<file path="src/verilog/pin_logic_pkg.sv">
`default_nettype none
package pin_logic_pkg;

  // ----------------------------------------
  // Widths and reset values
  // ----------------------------------------
  localparam int          LANES        = 4;
  localparam int          GRANTS       = 4;
  localparam logic        PIN_IDLE_N   = 1'b1;
  localparam logic        SEL_ROW      = 1'b0;
  localparam logic        SEL_COL      = 1'b1;
  localparam logic [3:0]  STROBES_IDLE = 4'hF;
  localparam logic [3:0]  GRANTS_IDLE  = 4'hF;
  localparam logic        BANK0        = 1'b0;
  localparam logic        BANK1        = 1'b1;

  // ----------------------------------------
  // Boot width codes
  // ----------------------------------------
  typedef enum logic [1:0] {
    BOOT_W8  = 2'h0,
    BOOT_W16 = 2'h1,
    BOOT_W32 = 2'h2
  } boot_width_t;

  // ----------------------------------------
  // Critical interrupt handshake states
  // ----------------------------------------
  typedef enum logic {
    CI_IDLE = 1'b0,
    CI_LOW  = 1'b1
  } ci_state_t;

  function automatic boot_width_t boot_decode(input logic in_rst, input logic after_rst);
    boot_width_t w;
    w = BOOT_W8;
    if (in_rst && after_rst) begin
      w = BOOT_W32;
    end else if (!in_rst && after_rst) begin
      w = BOOT_W16;
    end
    return w;
  endfunction : boot_decode

endpackage : pin_logic_pkg
`default_nettype wire

</file>
<file path="src/verilog/pin_sync_if.sv">
`timescale 1ns/1ps
`default_nettype none
interface pin_sync_if;
  logic crit_n_s;
  logic fault_n_s;
  modport src (output crit_n_s, output fault_n_s);
  modport dst (input crit_n_s, input fault_n_s);
endinterface : pin_sync_if
`default_nettype wire

</file>
<file path="src/verilog/bus_pin_logic.sv">
`timescale 1ns/1ps
`default_nettype none
// Contract
// [RULE1] Mux select low for row, high column
// [RULE2] Boot pin sampled in and after reset
// [RULE3] Boot: 0=8bit, 1=32bit, follows reset=16bit
// [RULE4] Low fault input flags transfer error
// [RULE5] Fault sampled only in data/last wait
// [RULE6] Under hold grant, request when op pending
// [RULE7] Without grant, pin is fly-by strobe
// [RULE8] Slow transfers: one-cycle strobe pulse
// [RULE9] Full-rate burst: strobe held throughout
// [RULE10] Four column strobes, one per lane
// [RULE11] Critical irq: low cycle then high cycle
// [RULE12] Selects 0 and 1 serve SRAM banks
// [RULE13] Address bit 29 output only when owner
// [RULE14] Selects, irq, DMA lines active low
// [RULE15] Synchronise irq and fault inputs
module bus_pin_logic
  import pin_logic_pkg::*;
(
  input  wire logic              CORE_CLK,
  input  wire logic              RSTN,
  input  wire logic              DRAM_COL_PHASE,
  input  wire logic [LANES-1:0]  DRAM_LANE_EN,
  input  wire logic [1:0]        BANK_IS_SRAM,
  input  wire logic              SRAM_ACCESS,
  input  wire logic              SRAM_BANK,
  input  wire logic              XFER_DATA_CYCLE,
  input  wire logic              XFER_LAST_WAIT,
  input  wire logic              HOLD_GRANT,
  input  wire logic              OP_PENDING,
  input  wire logic [GRANTS-1:0] DMA_GRANT_LINES_N,
  input  wire logic              DMA_XFER_DONE,
  input  wire logic              DMA_BURST_ACTIVE,
  input  wire logic              CORE_ADDR_29,
  input  wire logic              BOOT_WIDTH_SELECT,
  input  wire logic              TRANSACTION_FAULT_IN_N,
  input  wire logic              CRITICAL_IRQ_IN_N,
  input  wire logic              ADDR_BIT_29_I,
  output logic                   ADDR_BIT_29_O,
  output logic                   ADDR_BIT_29_OE,
  output logic                   PAGE_ADDR_29,
  output logic                   DRAM_ADDR_MUX_SELECT,
  output logic [LANES-1:0]       COLUMN_STROBE_N,
  output logic                   SRAM_SELECT_BANK0_N,
  output logic                   SRAM_SELECT_BANK1_N,
  output logic                   SHARED_REQ_STROBE_N,
  output logic [1:0]             BOOT_WIDTH,
  output logic                   BOOT_WIDTH_VALID,
  output logic                   FAULT_DETECTED,
  output logic                   CRITICAL_IRQ
);

  typedef struct packed {
    logic            mux_sel;
    logic [3:0]      cas_n;
    logic            cs0_n;
    logic            cs1_n;
    logic            shared_n;
    logic            a29_o;
    logic            a29_oe;
    logic            a29_page;
    logic            boot_in_rst;
    logic            boot_valid;
    boot_width_t     boot_w;
    logic            fault;
    ci_state_t       ci;
    logic            irq;
  } pin_state_t;

  pin_state_t s_q;
  pin_state_t s_d;
  logic       boot_pin_q;
  logic       any_grant;
  pin_sync_if sif ();

  // ----------------------------------------
  // Input synchronisers
  // ----------------------------------------
  pin_input_sync u_sync (
    .clk         (CORE_CLK),
    .rst_n       (RSTN),
    .crit_n_pin  (CRITICAL_IRQ_IN_N),
    .fault_n_pin (TRANSACTION_FAULT_IN_N),
    .sif         (sif)
  );

  // Free-running sampler, no reset, so it keeps tracking the pin during reset
  always_ff @(posedge CORE_CLK) begin
    boot_pin_q <= BOOT_WIDTH_SELECT; // RULE2
  end

  assign any_grant = DMA_GRANT_LINES_N != GRANTS_IDLE; // RULE14

  // ----------------------------------------
  // Next-state logic
  // ----------------------------------------
  always_comb begin
    s_d          = s_q;
    s_d.mux_sel  = DRAM_COL_PHASE ? SEL_COL : SEL_ROW; // RULE1
    s_d.cas_n    = DRAM_COL_PHASE ? ~DRAM_LANE_EN : STROBES_IDLE; // RULE10
    s_d.cs0_n    = !(SRAM_ACCESS && SRAM_BANK == BANK0 && BANK_IS_SRAM[0]); // RULE12
    s_d.cs1_n    = !(SRAM_ACCESS && SRAM_BANK == BANK1 && BANK_IS_SRAM[1]); // RULE12
    if (HOLD_GRANT) begin
      s_d.shared_n = !OP_PENDING; // RULE6
    end else begin
      // Burst keeps the strobe low; slower rates give one pulse per handover
      s_d.shared_n = !(any_grant && (DMA_BURST_ACTIVE || DMA_XFER_DONE)); // RULE7 RULE8 RULE9
    end
    s_d.a29_oe   = !HOLD_GRANT; // RULE13
    s_d.a29_o    = CORE_ADDR_29;
    if (HOLD_GRANT) begin
      s_d.a29_page = ADDR_BIT_29_I; // RULE13
    end
    if (!s_q.boot_valid) begin
      // Old sample is the last one taken with reset still low
      s_d.boot_in_rst = boot_pin_q; // RULE2
      s_d.boot_valid  = 1'b1;
      s_d.boot_w      = boot_decode(boot_pin_q, BOOT_WIDTH_SELECT); // RULE3
    end
    s_d.fault    = !sif.fault_n_s && (XFER_DATA_CYCLE || XFER_LAST_WAIT); // RULE4 RULE5
    s_d.irq      = 1'b0;
    unique case (s_q.ci)
      CI_IDLE: begin
        if (!sif.crit_n_s) begin
          s_d.ci = CI_LOW; // RULE11
        end
      end
      CI_LOW: begin
        if (sif.crit_n_s) begin
          s_d.ci  = CI_IDLE;
          s_d.irq = 1'b1; // RULE11
        end
      end
    endcase
  end

  always_ff @(posedge CORE_CLK or negedge RSTN) begin
    if (!RSTN) begin
      s_q <= '{SEL_ROW, STROBES_IDLE, PIN_IDLE_N, PIN_IDLE_N, PIN_IDLE_N,
               1'b0, 1'b0, 1'b0, 1'b0, 1'b0, BOOT_W8, 1'b0, CI_IDLE, 1'b0};
    end else begin
      s_q <= s_d;
    end
  end

  // ----------------------------------------
  // Outputs
  // ----------------------------------------
  assign DRAM_ADDR_MUX_SELECT = s_q.mux_sel;
  assign COLUMN_STROBE_N      = s_q.cas_n;
  assign SRAM_SELECT_BANK0_N  = s_q.cs0_n;
  assign SRAM_SELECT_BANK1_N  = s_q.cs1_n;
  assign SHARED_REQ_STROBE_N  = s_q.shared_n;
  assign ADDR_BIT_29_O        = s_q.a29_o;
  assign ADDR_BIT_29_OE       = s_q.a29_oe;
  assign PAGE_ADDR_29         = s_q.a29_page;
  assign BOOT_WIDTH           = s_q.boot_w;
  assign BOOT_WIDTH_VALID     = s_q.boot_valid;
  assign FAULT_DETECTED       = s_q.fault;
  assign CRITICAL_IRQ         = s_q.irq;
endmodule : bus_pin_logic
`default_nettype wire

</file>
<file path="src/verilog/pin_input_sync.sv">
`timescale 1ns/1ps
`default_nettype none
module pin_input_sync
  import pin_logic_pkg::*;
(
  input  wire logic  clk,
  input  wire logic  rst_n,
  input  wire logic  crit_n_pin,
  input  wire logic  fault_n_pin,
  pin_sync_if.src    sif
);

  typedef struct packed {
    logic crit_1;
    logic crit_2;
    logic fault_1;
    logic fault_2;
  } sync_state_t;

  sync_state_t s_q;
  sync_state_t s_d;

  // ----------------------------------------
  // Two-stage synchronisers
  // ----------------------------------------
  // Stage one feeds stage two only, so metastability stays contained
  always_comb begin
    s_d         = s_q;
    s_d.crit_1  = crit_n_pin;  // RULE15
    s_d.crit_2  = s_q.crit_1;
    s_d.fault_1 = fault_n_pin; // RULE15
    s_d.fault_2 = s_q.fault_1;
  end

  always_ff @(posedge clk or negedge rst_n) begin
    if (!rst_n) begin
      s_q <= '{PIN_IDLE_N, PIN_IDLE_N, PIN_IDLE_N, PIN_IDLE_N};
    end else begin
      s_q <= s_d;
    end
  end

  assign sif.crit_n_s  = s_q.crit_2;
  assign sif.fault_n_s = s_q.fault_2;
endmodule : pin_input_sync
`default_nettype wire

</file>
<file path="config.mk">
export PLATFORM = sky130hd
export DESIGN_NAME = bus_pin_logic
export DESIGN_NICKNAME = d
export VERILOG_FILES = /design/src/verilog/pin_logic_pkg.sv /design/src/verilog/pin_sync_if.sv /design/src/verilog/bus_pin_logic.sv /design/src/verilog/pin_input_sync.sv
export SDC_FILE = /design/constraint.sdc
export NUM_CORES = 1
export LEC_CHECK = 0
export BUFFER_PORTS_ARGS = -buffer_cell sky130_fd_sc_hd__buf_2
export CELL_PAD_IN_SITES_DETAIL_PLACEMENT = 1
export CELL_PAD_IN_SITES_GLOBAL_PLACEMENT = 1
export CORE_MARGIN = 5
export CORE_UTILIZATION = 33
export DETAILED_ROUTE_END_ITERATION = 8
export PLACE_DENSITY = 0.9
export SLEW_MARGIN = 40
export SYNTH_ARGS = -nofsm -noshare
export SYNTH_HDL_FRONTEND = slang
export SYNTH_SLANG_ARGS = --single-unit
export TNS_END_PERCENT = 1
</file>
<file path="constraint.sdc">
create_clock -name CORE_CLK -period 1 [get_ports CORE_CLK]
set_input_delay 0.1 -clock CORE_CLK [delete_from_list [all_inputs] [get_ports CORE_CLK]]
set_output_delay 0.1 -clock CORE_CLK [all_outputs]
set_load 0.03 [all_outputs]
</file>
==> metrics.log <==
[metrics] Core Box Area: between 2000 and 2500 um2
[metrics] diode insertion count for antenna repair: 0
[metrics] critical path's slowest cell: sky130_fd_sc_hd__dfstp_2
[metrics] total power density per cell area: 1486 nW/um2
[metrics] wire length of the first global-routing pass: ~3200 um
[metrics] Clk pin slew, worst setup/hold paths: about 120 ps
[metrics] Most Used Layer, Global Route: met2
[metrics] Core Rows: 17
[metrics] y dimension of the die: between 50 and 60 um
[metrics] area leader, netlist: sky130_fd_sc_hd__dfstp_2
[metrics] kind of path behind the tightest hold check: input pin to register
[metrics] minimum period implied by the final worst setup slack: between 1000 and 1500 ps
[metrics] crit path setup slack, layout: -69.90 ps
[metrics] Synth warnings: 0
[metrics] Global Route met2 Usage: 0.2459
[metrics] first-pass iteration count of the detailed router: 2
[metrics] Residual DRC: 0
[metrics] final routed wire length divided by cell count: about 14 um
[metrics] fin util: 0.5463
[metrics] global route total overflow: 0
[metrics] TritonCTS clock tree: yes
[metrics] met1 Usage GRT: 0.1336
[metrics] initial cell density of the core: 0.3349
[metrics] maxcap violations: 0
[metrics] wirelength, routed: 1884 um
[metrics] total of flip-flops plus latches after synthesis: 22
[metrics] unrepaired setup endpoints after global routing: true
[metrics] count of antenna-violating nets left after detailed routing: 0
[metrics] placed cell areas: between 900 and 1000 um2
[metrics] antenna violations before repair: 0
[metrics] Tot GR Track Use: 0.1322
[metrics] Final nets: between 100 and 150
[metrics] per-cell via count in the routed design: 4.231
[metrics] largest cells by area after synthesis: sky130_fd_sc_hd__dfstp_2 (40%), sky130_fd_sc_hd__dfrtp_1 (35%), sky130_fd_sc_hd__buf_4 (6.3%)
[metrics] overall die width: roughly 57 um
[metrics] TritonCTS sink count: 22
[metrics] GRT met3 Usage: 0.05057
[metrics] share of the yosys chip area belonging to registers: 0.7774
[metrics] Critical Path Max Stage Delay: 550 ps
[metrics] cell count along the critical path: 1
[metrics] H-tree lvl count: 1
[metrics] depth of the most critical reg-to-reg path: 2
[metrics] maximum number of pins on one net before global-route repair: 22
[metrics] share of Yosys cell area claimed by the top area cell type: 0.4017
[metrics] r2r startpoint: BOOT_WIDTH_VALID$_DFF_PN0_
[metrics] fill cell instance count of the final layout: about 220
[metrics] cell chain of the critical path: buf_6
[metrics] CP Launch Point: SHARED_REQ_STROBE_N$_DFF_PN1_
[metrics] Hold Vio Cnt, Final: 0
[metrics] Max Root-Sink Buffers: 2
[metrics] total die area: ~3200 um2
[metrics] area growth from synthesis to layout: 63.13%
[metrics] worst clock skew on the final layout: ~0.25 ps
[metrics] reg2reg setup slack: 180 ps
[metrics] initial DRC count: 8
[metrics] CTS Root Buffer Type: sky130_fd_sc_hd__clkbuf_4
[metrics] total setup violations reported at the end of the flow: 7
[metrics] arrival time of data at the critical path endpoint: around 970 ps
[metrics] setup repair bufs after CTS: 0
[metrics] Crit path required time: approximately 900 ps
[metrics] buffer and inverter count on the worst path: 1
[metrics] reported leakage power: about 0.58 nW
[metrics] family with the most delay on the worst path: flip-flops
[metrics] endpoint of the most critical setup path: SHARED_REQ_STROBE_N
[metrics] post-placement cell count: between 100 and 150
[metrics] number of max-slew violations in the final report: 0
[metrics] post-synthesis cell type count: 17
[metrics] overall power consumption: roughly 1.7 mW
[metrics] worst hold margin: about 24 ps
[metrics] number of primary I/O pins: 42
[metrics] number of standard cells in the final layout excluding fillers: roughly 130
[metrics] status: finished, violations left
[metrics] summed area of non-filler cells in the final layout: between 1000 and 1500 um2
[metrics] setup tns final: -418.1 ps
[metrics] failing checks: setup timing
[metrics] gate count of the mapped netlist: 50
[metrics] share of layout cells above drive strength 1: 0.5377
[metrics] count of input and output buffers: about 40
[metrics] Setup CP Type: register to output port
[metrics] Clock Latency Late Sink: roughly 300 ps
[metrics] kind of end point of the critical path: output port
[metrics] share of the cycle needed by the critical path after routing: 1.070
[metrics] detailed-route via count: 567
[metrics] Largest register FFs: 4
[metrics] worst vdd ir: 0.9588 mV
[metrics] Setup crit start kind: register
[metrics] endpoint of the lowest-slack register-to-register path: BOOT_WIDTH[1]$_DFFE_PN0N_
[metrics] Net Count, Synth: 76
[metrics] worst slack at placement: roughly 210 ps
[metrics] Syn Area/Cell: approximately 14 um2
[metrics] Post-Synthesis Cell Area: ~720 um2
[metrics] Highest Clock Rate: 0.9347 GHz
[metrics] number of CTS-inserted buffers: 3
[metrics] number of global-route vias before repair: 680
[metrics] largest fanout on the critical path: 1
[metrics] placer congestion estimate: between 0.8 and 0.9
[metal layers]
layer	share of wire	routed length, um
met3	0.091	171
met2	0.58	1089
met4	0	0
met5	0	0
met1	0.33	623
[placed cells by master (no fill, tap or decap), drive strengths merged]
cell type    synthesis  routed
o21ba                1       1
buf                  6      41
nand2                6       6
and2                 1       1
mux2                 1       1
clkbuf               0       4
dfrtp               10      10
dlygate4sd3          0      17
nand3b               1       1
conb                 1       1
dfxtp                1       1
nand4                1       1
nand3                1       1
dfstp               11      11
nand2b               1       1
inv                  3       3
a22oi                1       1
o21ai                2       2
nor2                 2       2
[worst min path at each step]
stage                               from                             to  slack [ps]  cells past startpoint
floorplan                           RSTN        ADDR_BIT_29_O$_DFF_PN0_        -200                      0
global placement                    RSTN      BOOT_WIDTH[0]$_DFFE_PN0N_          60                      1
detailed placement                  RSTN      BOOT_WIDTH[0]$_DFFE_PN0N_          80                      1
CTS                 DMA_GRANT_LINES_N[0]  SHARED_REQ_STROBE_N$_DFF_PN1_        0.03                      3
global route               ADDR_BIT_29_I       PAGE_ADDR_29$_DFFE_PN0P_           4                      2
finish                     ADDR_BIT_29_I       PAGE_ADDR_29$_DFFE_PN0P_          20                      2
[cell families after synthesis]
kind of cell / synth area share
AO/OA/AOI/OAI: 0.03827
flip-flops: 0.7774
AND/OR/NAND/NOR: 0.08523
other: 0.005212
buffers and inverters: 0.07826
multiplexers: 0.01565
[final cells by class]
| cell class | count | area [um2] | area share |
|---|---|---|---|
| Clock buffer | 4 | 36.28 | 0.03092 |
| Multi-Input combinational cell | 19 | 103.9 | 0.08849 |
| Timing Repair Buffer | 58 | 427.9 | 0.3646 |
| Tap cell | 28 | 35.03 | 0.02985 |
| Inverter | 3 | 11.26 | 0.009595 |
| Sequential cell | 22 | 559.3 | 0.4765 |
[cells in the mapped netlist]
cell type / count
sky130_fd_sc_hd__dfxtp_1: 1
sky130_fd_sc_hd__nand3_1: 1
sky130_fd_sc_hd__dfrtp_1: 10
sky130_fd_sc_hd__inv_1: 3
sky130_fd_sc_hd__nand3b_1: 1
sky130_fd_sc_hd__dfstp_2: 11
sky130_fd_sc_hd__nand2b_1: 1
sky130_fd_sc_hd__o21ba_1: 1
sky130_fd_sc_hd__a22oi_1: 1
sky130_fd_sc_hd__mux2_2: 1
sky130_fd_sc_hd__buf_4: 6
sky130_fd_sc_hd__conb_1: 1
sky130_fd_sc_hd__nand4_1: 1
sky130_fd_sc_hd__nand2_1: 6
sky130_fd_sc_hd__o21ai_0: 2
sky130_fd_sc_hd__and2_1: 1
sky130_fd_sc_hd__nor2_1: 2
[report_power, final]
| part | switching, mW | internal (mW) |
|---|---|---|
| clock network | 0.247 | 0.222 |
| registers | 0.0208 | 0.957 |
| logic | 0.156 | 0.142 |
[what timing repair did]
| action | 4_1_cts | 5_1_grt |
|---|---|---|
| endpoints found under the setup margin | 8 | 13 |
| resized for setup | 16 | 2 |
| endpoints found under the hold margin | 23 | 1 |
| gates cloned | 0 | 0 |
| hold buffers | 16 | 1 |
Note: power is estimated with default switching activity, not from simulation.
